<file path="src/gate_defines.vh">
// Constants for the swing gate mode controller
// Function
// [RULE1] Power-up lights all indicators with two-tone sound, then only red stop after 3 s
// [RULE2] Panel away from home at power-up is homed, then always-locked
// [RULE3] Start in always-locked after power-up when mechanical release lock engaged
// [RULE4] Stop selects always-locked and drives panel home
// [RULE5] Single passage releases lock and rotates panel toward permitted direction
// [RULE6] Single passage holds passage open for programmable wait, default 5 s
// [RULE7] Infinite wait holds passage open until a stop command
// [RULE8] Wait expiry drives panel home and selects always-locked
// [RULE9] Wait count starts only once panel passes 83 degrees
// [RULE10] Always-free runs no timer, stays open until stop, then locks
// [RULE11] Pulse: stop locks, direction single passage, stop plus direction always-free
// [RULE12] Most recently received command from panel or connector wins
// [RULE13] Same-direction new mode before home executes at once without homing
// [RULE14] Opposite-direction mode before home is buffered, run after homing
// [RULE15] Always-free during single passage keeps current open position
// [RULE16] Level control: passage open while direction input held, lock on release
// [RULE17] Level control: held panel stop locks despite held direction input
// [RULE18] Level control ignores connector stop input
// [RULE19] Level control: held panel direction button opens until release
// [RULE20] Open fire loop releases lock, removes drive, ignores all commands; an open loop during power-up keeps the lock engaged
// [RULE21] Closing fire loop repeats power-up and enters always-locked
// [RULE22] Forced over 10 s: overload, blink all, 3 beeps per 20 s, until home
// [RULE23] All inputs synchronised and debounced; one press gives one command; the code conditions only the buttons, connector inputs and fire loop
`ifndef GATE_DEFINES_VH
`define GATE_DEFINES_VH
`define CLK_HZ         200000000
`define STARTUP_MS     3000
`define WAIT_DEF_S     5
`define FORCE_MS       10000
`define BEEP_PERIOD_MS 20000
`define BEEP_MS        150
`define BLINK_MS       500
`define TONE_MS        1500
`define DEBOUNCE_MS    20
`define WAIT_W         8
`define WAIT_INFINITE  8'hff
`define MODE_LOCKED    2'h0
`define MODE_SINGLE    2'h1
`define MODE_FREE      2'h2
`endif

</file>
<file path="src/input_conditioner.v">
// Synchroniser and debouncer for one input line
`timescale 1ns/1ps
`default_nettype none
module input_conditioner #(
  parameter integer STABLE_CYC = 4000000
) (
  input  wire ref_clk,
  input  wire rst_n,
  input  wire raw_in,
  output reg  level_out,
  output reg  rise_out
);
  reg        s1_r;
  reg        s2_r;
  reg [22:0] cnt_r;

  // Two-stage sync; only the second stage feeds the filter
  always @(posedge ref_clk or negedge rst_n)
  begin
    if (!rst_n)
    begin
      s1_r      <= 1'b0;
      s2_r      <= 1'b0;
      cnt_r     <= 23'h0;
      level_out <= 1'b0;
      rise_out  <= 1'b0;
    end
    else
    begin
      s1_r     <= raw_in;
      s2_r     <= s1_r;
      rise_out <= 1'b0;
      if (s2_r == level_out)
        cnt_r <= 23'h0;
      else if (cnt_r >= STABLE_CYC[22:0] - 23'h1)
      begin
        cnt_r     <= 23'h0;
        level_out <= s2_r;
        rise_out  <= s2_r; // One pulse per accepted press [RULE23]
      end
      else
        cnt_r <= cnt_r + 23'h1;
    end
  end
endmodule // input_conditioner
`default_nettype wire

</file>
<file path="src/ms_timer.v">
// Free-running millisecond tick generator
`timescale 1ns/1ps
`default_nettype none
module ms_timer #(
  parameter integer CYC_PER_MS = 200000
) (
  input  wire ref_clk,
  input  wire rst_n,
  output reg  ms_tick
);
  reg [17:0] cnt_r;

  // Divide the clock down so long timers stay narrow
  always @(posedge ref_clk or negedge rst_n)
  begin
    if (!rst_n)
    begin
      cnt_r   <= 18'h0;
      ms_tick <= 1'b0;
    end
    else if (cnt_r >= CYC_PER_MS[17:0] - 18'h1)
    begin
      cnt_r   <= 18'h0;
      ms_tick <= 1'b1;
    end
    else
    begin
      cnt_r   <= cnt_r + 18'h1;
      ms_tick <= 1'b0;
    end
  end
endmodule // ms_timer
`default_nettype wire

</file>
<file path="src/swing_gate_mode_control.v">
// Mode-control state machine of the swing gate controller
`timescale 1ns/1ps
`default_nettype none
`include "gate_defines.vh"
module swing_gate_mode_control #(
  parameter integer CYC_PER_MS   = `CLK_HZ / 1000,
  parameter integer DEBOUNCE_CYC = (`CLK_HZ / 1000) * `DEBOUNCE_MS
) (
  input  wire       ref_clk,
  input  wire       rstn,
  input  wire       panel_stop_btn,
  input  wire       panel_left_btn,
  input  wire       panel_right_btn,
  input  wire       access_control_stop,
  input  wire       access_control_left,
  input  wire       access_control_right,
  input  wire       fire_alarm_loop_closed,
  input  wire       level_control,
  input  wire [7:0] wait_time_s,
  input  wire       release_lock_engaged,
  input  wire       panel_at_home,
  input  wire       panel_past_83,
  input  wire       panel_forced,
  output reg        lock_release,
  output reg        drive_enable,
  output reg        drive_open_left,
  output reg        drive_open_right,
  output reg        drive_home,
  output reg        led_stop_red,
  output reg        led_left_green,
  output reg        led_right_green,
  output reg        buzzer_on,
  output reg        buzzer_two_tone,
  output reg  [1:0] mode_out,
  output reg        overload_out
);
  // One-hot states
  localparam [5:0] S_STARTUP  = 6'h01;
  localparam [5:0] S_HOMING   = 6'h02;
  localparam [5:0] S_LOCKED   = 6'h04;
  localparam [5:0] S_OPEN     = 6'h08;
  localparam [5:0] S_FIRE     = 6'h10;
  localparam [5:0] S_OVERLOAD = 6'h20;

  // Reset release through two flops
  reg rst_a_r;
  reg rst_n_r;
  always @(posedge ref_clk or negedge rstn)
  begin
    if (!rstn)
    begin
      rst_a_r <= 1'b0;
      rst_n_r <= 1'b0;
    end
    else
    begin
      rst_a_r <= 1'b1;
      rst_n_r <= rst_a_r;
    end
  end

  // Conditioned inputs; fire loop is included so bounces cannot trip it
  wire [6:0] raw_in = {fire_alarm_loop_closed, access_control_right,
                       access_control_left, access_control_stop,
                       panel_right_btn, panel_left_btn, panel_stop_btn};
  wire [6:0] lvl;
  wire [6:0] rise;
  genvar gi;
  generate
    for (gi = 0; gi < 7; gi = gi + 1)
    begin : g_cond
      input_conditioner #(.STABLE_CYC(DEBOUNCE_CYC)) u_cond (
        .ref_clk   (ref_clk),
        .rst_n     (rst_n_r),
        .raw_in    (raw_in[gi]),
        .level_out (lvl[gi]),
        .rise_out  (rise[gi])
      ); // [RULE23]
    end
  endgenerate

  wire ms_tick;
  ms_timer #(.CYC_PER_MS(CYC_PER_MS)) u_ms (
    .ref_clk (ref_clk),
    .rst_n   (rst_n_r),
    .ms_tick (ms_tick)
  );

  // Decode a pulse command from a stop/left/right group
  // Result: {valid, dir_right, mode[1:0]}
  function [3:0] decode_cmd;
    input s_lv, l_lv, r_lv, any_rise;
    begin
      decode_cmd = 4'h0;
      if (any_rise)
      begin
        if (s_lv && (l_lv || r_lv))
          decode_cmd = {1'b1, r_lv, `MODE_FREE}; // [RULE11]
        else if (l_lv || r_lv)
          decode_cmd = {1'b1, r_lv, `MODE_SINGLE}; // [RULE11]
        else if (s_lv)
          decode_cmd = {1'b1, 1'b0, `MODE_LOCKED}; // [RULE11]
      end
    end
  endfunction

  wire [3:0] pnl_cmd = decode_cmd(lvl[0], lvl[1], lvl[2], |rise[2:0]);
  wire [3:0] con_cmd = decode_cmd(lvl[3], lvl[4], lvl[5], |rise[5:3]);
  // Both sources in one cycle is rare; the connector is taken as later
  wire [3:0] cmd = con_cmd[3] ? con_cmd : pnl_cmd; // [RULE12]
  wire fire_ok = lvl[6];

  // Level-control request: connector or panel direction held, panel stop overrides
  wire lvl_l = (lvl[4] | lvl[1]) & ~lvl[0]; // [RULE16] [RULE17] [RULE19]
  wire lvl_r = (lvl[5] | lvl[2]) & ~lvl[0] & ~lvl_l; // [RULE18]

  reg  [5:0]  state_r;
  reg  [1:0]  mode_r;
  reg         dir_r;        // 1 = right
  reg         buf_v_r;
  reg  [2:0]  buf_r;        // {dir, mode}
  reg  [15:0] ms_r;
  reg  [7:0]  sec_r;
  reg  [15:0] force_ms_r;
  reg         counting_r;
  reg         hold_pos_r;

  // Main sequencer
  always @(posedge ref_clk or negedge rst_n_r)
  begin
    if (!rst_n_r)
    begin
      state_r    <= S_STARTUP;
      mode_r     <= `MODE_LOCKED;
      dir_r      <= 1'b0;
      buf_v_r    <= 1'b0;
      buf_r      <= 3'h0;
      ms_r       <= 16'h0;
      sec_r      <= 8'h0;
      force_ms_r <= 16'h0;
      counting_r <= 1'b0;
      hold_pos_r <= 1'b0;
    end
    else if (!fire_ok && state_r != S_STARTUP)
    begin
      state_r <= S_FIRE; // Everything else ignored [RULE20]
      mode_r  <= `MODE_LOCKED;
      buf_v_r <= 1'b0;
    end
    else
    begin
      if (ms_tick)
        ms_r <= ms_r + 16'h1;
      case (state_r)
        S_STARTUP:
          if (fire_ok && ms_r >= `STARTUP_MS)
          begin
            mode_r  <= `MODE_LOCKED; // [RULE3]
            state_r <= panel_at_home ? S_LOCKED : S_HOMING; // [RULE1] [RULE2]
          end
        S_FIRE:
          if (fire_ok)
          begin
            state_r <= S_STARTUP; // [RULE21]
            ms_r    <= 16'h0;
          end
        S_OVERLOAD:
          if (panel_at_home)
          begin
            state_r <= S_LOCKED;
            mode_r  <= `MODE_LOCKED;
          end
          else if (ms_r >= `BEEP_PERIOD_MS - 1 && ms_tick)
            ms_r <= 16'h0;
        S_HOMING:
          if (level_control && (lvl_l || lvl_r))
          begin
            dir_r   <= lvl_r;
            hold_pos_r <= 1'b0;
            mode_r  <= `MODE_SINGLE;
            state_r <= S_OPEN;
          end
          else if (!level_control && cmd[3] && cmd[1:0] != `MODE_LOCKED
                   && cmd[2] == dir_r)
          begin
            mode_r     <= cmd[1:0]; // [RULE13]
            state_r    <= S_OPEN;
            hold_pos_r <= 1'b0;
            counting_r <= 1'b0;
          end
          else if (!level_control && cmd[3] && cmd[1:0] != `MODE_LOCKED)
          begin
            buf_v_r <= 1'b1; // [RULE14]
            buf_r   <= cmd[2:0];
          end
          else if (!level_control && cmd[3])
            buf_v_r <= 1'b0;
          else if (panel_at_home)
          begin
            if (buf_v_r)
            begin
              buf_v_r <= 1'b0;
              dir_r   <= buf_r[2];
              mode_r  <= buf_r[1:0]; // [RULE14]
              state_r <= S_OPEN;
              hold_pos_r <= 1'b0;
            end
            else
            begin
              mode_r  <= `MODE_LOCKED;
              state_r <= S_LOCKED;
            end
          end
        S_LOCKED:
          if (level_control && (lvl_l || lvl_r))
          begin
            dir_r      <= lvl_r;
            mode_r     <= `MODE_SINGLE;
            state_r    <= S_OPEN;
            hold_pos_r <= 1'b0;
          end
          else if (!level_control && cmd[3] && cmd[1:0] != `MODE_LOCKED)
          begin
            dir_r      <= cmd[2];
            mode_r     <= cmd[1:0]; // [RULE5]
            state_r    <= S_OPEN;
            counting_r <= 1'b0;
            hold_pos_r <= 1'b0;
          end
        S_OPEN:
          if (level_control)
          begin
            if (!(dir_r ? lvl_r : lvl_l))
            begin
              state_r <= S_HOMING; // [RULE16] [RULE17]
              mode_r  <= `MODE_LOCKED;
            end
          end
          else if (cmd[3] && cmd[1:0] == `MODE_LOCKED)
          begin
            state_r <= S_HOMING; // [RULE4] [RULE7] [RULE10]
            mode_r  <= `MODE_LOCKED;
            buf_v_r <= 1'b0;
          end
          else if (cmd[3] && cmd[1:0] == `MODE_FREE
                   && mode_r == `MODE_SINGLE)
            begin
              mode_r     <= `MODE_FREE;
              hold_pos_r <= 1'b1; // Keep current position [RULE15]
            end
          else if (cmd[3] && cmd[2] == dir_r)
          begin
            mode_r     <= cmd[1:0]; // [RULE13]
            counting_r <= 1'b0;
            hold_pos_r <= 1'b0;
          end
          else if (cmd[3])
          begin
            buf_v_r <= 1'b1; // [RULE14]
            buf_r   <= cmd[2:0];
            state_r <= S_HOMING;
            mode_r  <= `MODE_LOCKED;
          end
          else if (mode_r == `MODE_SINGLE && wait_time_s != `WAIT_INFINITE)
          begin
            // [RULE7] Infinite wait never reaches this branch
            if (!counting_r && panel_past_83)
            begin
              counting_r <= 1'b1; // [RULE9]
              ms_r       <= 16'h0;
              sec_r      <= 8'h0;
            end
            else if (counting_r && ms_tick && ms_r >= 16'd999)
            begin
              ms_r  <= 16'h0;
              sec_r <= sec_r + 8'h1;
            end
            if (counting_r && sec_r >= wait_time_s)
            begin
              state_r <= S_HOMING; // [RULE6] [RULE8]
              mode_r  <= `MODE_LOCKED;
            end
          end
        default:
          state_r <= S_STARTUP;
      endcase
      // Overload watch last, so it outranks any state change in the case above
      if (panel_forced && state_r != S_OVERLOAD)
      begin
        if (ms_tick)
          force_ms_r <= force_ms_r + 16'h1;
        if (force_ms_r >= `FORCE_MS)
        begin
          state_r <= S_OVERLOAD; // [RULE22]
          ms_r    <= 16'h0;
        end
      end
      else if (!panel_forced)
        force_ms_r <= 16'h0;
    end
  end

  // Registered outputs; driven from the state, mode, direction, hold flag and ms counter
  wire blink = ms_r[9];
  wire [15:0] ovl_ph = ms_r;
  always @(posedge ref_clk or negedge rst_n_r)
  begin
    if (!rst_n_r)
    begin
      lock_release     <= 1'b0;
      drive_enable     <= 1'b0;
      drive_open_left  <= 1'b0;
      drive_open_right <= 1'b0;
      drive_home       <= 1'b0;
      led_stop_red     <= 1'b1;
      led_left_green   <= 1'b1;
      led_right_green  <= 1'b1;
      buzzer_on        <= 1'b1;
      buzzer_two_tone  <= 1'b0;
      mode_out         <= `MODE_LOCKED;
      overload_out     <= 1'b0;
    end
    else
    begin
      mode_out     <= mode_r;
      overload_out <= (state_r == S_OVERLOAD);
      // Drive is off in fire mode so the panel turns freely [RULE20]
      lock_release <= (state_r == S_FIRE) || (state_r == S_OPEN);
      drive_enable <= (state_r == S_HOMING) || (state_r == S_OPEN) ||
                      (state_r == S_OVERLOAD);
      drive_open_left  <= (state_r == S_OPEN) && !dir_r && !hold_pos_r;
      drive_open_right <= (state_r == S_OPEN) && dir_r && !hold_pos_r;
      drive_home   <= (state_r == S_HOMING); // [RULE2] [RULE4] [RULE8]
      buzzer_two_tone <= (state_r == S_STARTUP) && (ms_r >= `TONE_MS/2);
      case (state_r)
        S_STARTUP:
        begin
          led_stop_red    <= 1'b1; // [RULE1]
          led_left_green  <= 1'b1;
          led_right_green <= 1'b1;
          buzzer_on       <= (ms_r < `TONE_MS);
        end
        S_OVERLOAD:
        begin
          led_stop_red    <= blink; // [RULE22]
          led_left_green  <= blink;
          led_right_green <= blink;
          buzzer_on       <= (ovl_ph < 6 * `BEEP_MS) &&
                             ((ovl_ph / `BEEP_MS) % 2 == 0);
        end
        S_FIRE:
        begin
          led_stop_red    <= 1'b0;
          led_left_green  <= 1'b1;
          led_right_green <= 1'b1;
          buzzer_on       <= 1'b0;
        end
        default:
        begin
          led_stop_red    <= (mode_r != `MODE_FREE);
          led_left_green  <= (mode_r != `MODE_LOCKED) && !dir_r;
          led_right_green <= (mode_r != `MODE_LOCKED) && dir_r;
          buzzer_on       <= 1'b0;
        end
      endcase
    end
  end
endmodule // swing_gate_mode_control
`default_nettype wire

</file>
<file path="config.mk">
export PLATFORM = sky130hd
export DESIGN_NAME = swing_gate_mode_control
export DESIGN_NICKNAME = d
export VERILOG_FILES = /design/src/input_conditioner.v /design/src/ms_timer.v /design/src/swing_gate_mode_control.v
export VERILOG_INCLUDE_DIRS = /design/src /design/src/src
export SDC_FILE = /design/constraint.sdc
export NUM_CORES = 1
export LEC_CHECK = 0
export BUFFER_PORTS_ARGS = -buffer_cell sky130_fd_sc_hd__clkbuf_2
export CAP_MARGIN = 20
export CORE_UTILIZATION = 45
export CTS_CLUSTER_SIZE = 8
export DETAILED_ROUTE_END_ITERATION = 7
export HOLD_SLACK_MARGIN = 0.03
export PLACE_DENSITY_LB_ADDON = 0.25
export SYNTH_ARGS = -nofsm -noshare
export SYNTH_HDL_FRONTEND = slang
export SYNTH_SLANG_ARGS = --single-unit
</file>
<file path="constraint.sdc">
create_clock -name ref_clk -period 8.4 [get_ports ref_clk]
set_input_delay 0.84 -clock ref_clk [delete_from_list [all_inputs] [get_ports ref_clk]]
set_output_delay 0.84 -clock ref_clk [all_outputs]
set_load 0.01 [all_outputs]
</file>
==> results.tsv <==
stage	metric	value	unit
worst_setup_path	Worst R2R Path Depth	26	
clock_network	worst skew pair latency	0.52	ns
detailed_routing	Metal-1 WL	17150	um
logic_synthesis	predominant post-synthesis flop cell	dfrtp_1	
logic_synthesis	Post-synth EDFFs	0	
global_route	initial antenna violation count	4	
worst_setup_path	Worst Setup Path Type	reg -> reg	
placed_design	PortBufs	33	
timing	Hold Slack	0.09396	ns
power_and_ir_drop	power per cell area	337.9	nW/um^2
global_route	grt ovf	0	
logic_synthesis	Syn Inst Count	1899	
die	Die H	194.7	um
timing	final worst setup slack	0.6200	ns
logic_synthesis	top-count cell post-synth	nor2_1	
detailed_routing	final antenna-violating net count	0	
logic_synthesis	Synth area leaders	dfrtp_1 (41%), nor2_1 (7.2%), xor2_1 (5.8%), xnor2_1 (4.8%), nand2_1 (4.0%)	
die	num rows	70	
worst_setup_path	Worst Path Arrival	8.22	ns
logic_synthesis	area share of the largest cell type after synthesis	40.74	%
worst_setup_path	max incr delay on CP	0.55	ns
logic_synthesis	sequential-to-total area share from yosys stat	41.53	%
global_route	global-route wire length before repair	64490	um
clock_network	Bufs on Longest Clock Path	3	
worst_setup_path	setup slack, reg-to-reg	0.62	ns
worst_setup_path	cell count along the critical path	26	
min_path	Hold WC Path Type	in -> async	
placed_design	GP Congestion	0.8795	
worst_setup_path	CP max-delay cell	a32oi_1	
worst_setup_path	worst r2r src	ms_r[11]	
detailed_routing	Vias/cell	5.676	
logic_synthesis	Synth Register Bits	277	
clock_network	H-tree levels	2	
detailed_routing	total number of vias	13760	
flow_run	Max-Cap Viols	0	
timing	max_slew headroom	33.78	%
timing	post-route setup TNS	0	ns
placed_design	dpl hpwl	26080	um
detailed_routing	Top Metal Used	met5	
detailed_routing	Detailed Route Iter0 Violations	942	
detailed_routing	DR WL/cell	15.52	um
outcome	status	completed	
timing	Clock Skews	0.01371	ns
timing	Pins Over Slew Limit	0	
timing	Tcrit/Tclk final	92.62	%
power_and_ir_drop	Max VDD drop	0.0003817	V
logic_synthesis	top cells by count, synth	nor2_1 (322), dfrtp_1 (272), nand2_1 (178)	
timing	Period minus WS final	7.780	ns
global_route	vias in the first global route	13430	
logic_synthesis	Ys Warns	0	
worst_setup_path	Worst path top cell family by delay	compound AO/OA/AOI/OAI gates	
detailed_routing	WL met3	1619	um
die	Initial Util	45.64	%
timing	unrepaired setup endpoints after global routing	false	
cells_and_area	Layout Nets	1984	
cells_and_area	area delta synth->final	11.17	%
detailed_routing	DRC viols	0	
detailed_routing	WL met2	18030	um
worst_setup_path	CP Max Fanout	9	
clock_network	clk slew on worst S/H paths	0.06	ns
die	I/O Pins	35	
die	Die X	194.7	um
logic_synthesis	Mean Syn Cell Area	8.798	sq um
worst_setup_path	Startpoint Class	flip-flop	
timing	endpoints failing hold	0	
power_and_ir_drop	power after layout	6.276	mW
detailed_routing	Total Wirelength	37640	um
worst_setup_path	Data required, critical path	8.84	ns
power_and_ir_drop	leakage power figure	7.981	nW
worst_setup_path	FF-to-FF End	buzzer_on	
logic_synthesis	synthesized area	16710	sq um
clock_network	clk sinks	277	
cells_and_area	share of layout cells above drive strength 1	9.611	%
timing	maximum clock rate	128.5	MHz
global_route	largest net degree at the start of global routing	161	
die	Core Region	36610	sq um
placed_design	Setup WS pre-CTS	0.4530	ns
detailed_routing	drt pass-1 iters	5	
die	die area	37900	sq um
timing	# setup viols final	0	
logic_synthesis	Synth area leader	dfrtp_1	
clock_network	Root Driver	clkbuf_16	
worst_setup_path	Worst setup EP type	flip-flop	
clock_network	TritonCTS clock tree	built	
global_route	Tot GR Track Use	20.10	%
worst_setup_path	Worst Path Buf+Inv	1	
logic_synthesis	library cells used by synthesis	103	
timing	Worst-Margin Slew	0.9896	ns
logic_synthesis	asr flop ratio synth	100.0	%
clock_network	Num CTS Buffers	40	
==> metal layers <==
metal / track usage [%] / up-vias
met2: 33.73 / 266
met3: 3.193 / 62
met1: 26.55 / 6604
li1: - / 6826
met5: 0 / -
met4: 6.290 / 6
==> cell type report <==
cell class,count,area (sq um)
fill,3449,18040
multi-input combinational,1523,9412
sequential,277,6942
clock buffer,56,1082
tap,468,585.6
timing repair buffer,62,395.4
inverter,35,131.4
clock inverter,3,22.52
antenna,1,2.502
==> report_power, final <==
part	total, mW	internal, mW	switching, mW
combinational	3.39	1.39	2.00
sequential	1.45	1.39	0.0594
clock	1.43	0.882	0.549
==> cell families after synthesis <==
group	synth area share (%)
AND/OR/NAND/NOR	24.79
AO/OA/AOI/OAI	16.54
flip-flops	41.53
XOR/XNOR	10.63
buffers and inverters	2.516
multiplexers	2.104
adder cells (fa/ha/maj)	1.850
other	0.04495
==> placed cells by master (no fill, tap or decap), types with 35 or more instances in the layout <==
cell type / instances
nand2_1: 178
o21ai_0: 79
a21oi_1: 57
dfrtp_1: 271
xnor2_1: 91
xor2_1: 109
nor2_1: 322
clkbuf_16: 41
inv_1: 35
and3_1: 80
nand3_1: 118
a31oi_1: 36
nor3_1: 37
==> flip-flops by register name (all words and copies together), names as in the netlist, 2 cells and up <==
register                 flops
u_ms.cnt_r                  18
mode_r                       2
sec_r                        8
force_ms_r                  16
mode_out                     2
g_cond.u_cond.s2_r           7
g_cond.u_cond.cnt_r        161
state_r                      6
ms_r                        16
g_cond.u_cond.rise_out       6
g_cond.u_cond.s1_r           7
g_cond.u_cond.level_out      7
buf_r                        3
==> worst max-delay path by stage <==
| stage | start | endpoint | slack [ns] |
|---|---|---|---|
| detailed placement | ms_r[11] | buzzer_on | 0.45 |
| floorplan | rst_n_r | buf_r[0] | 0.12 |
| global placement | ms_r[11] | buzzer_on | 0.55 |
| global route | ms_r[11] | buzzer_on | 0.005 |
| finish | ms_r[11] | buzzer_on | 0.62 |
| CTS | ms_r[11] | buzzer_on | 0.40 |
==> metrics by stage <==
| step | utilization, % | cell area, sq um | instances |
|---|---|---|---|
| global route | 50.72 | 18570 | 2424 |
| CTS | 50.46 | 18470 | 2416 |
| finish | 50.73 | 18570 | 2425 |
| floorplan | - | 16730 | 1905 |
| detailed placement | 47.44 | 17370 | 2357 |
| global placement | 47.44 | 17370 | 2357 |
==> repair_timing <==
item / in CTS / in global routing
resized for setup: 0 / 6
hold buffers: 0 / 0
buffers inserted: 0 / 8
setup endpoints to repair: 0 / 1
No activity file was read; power rests on OpenSTA's default activity.
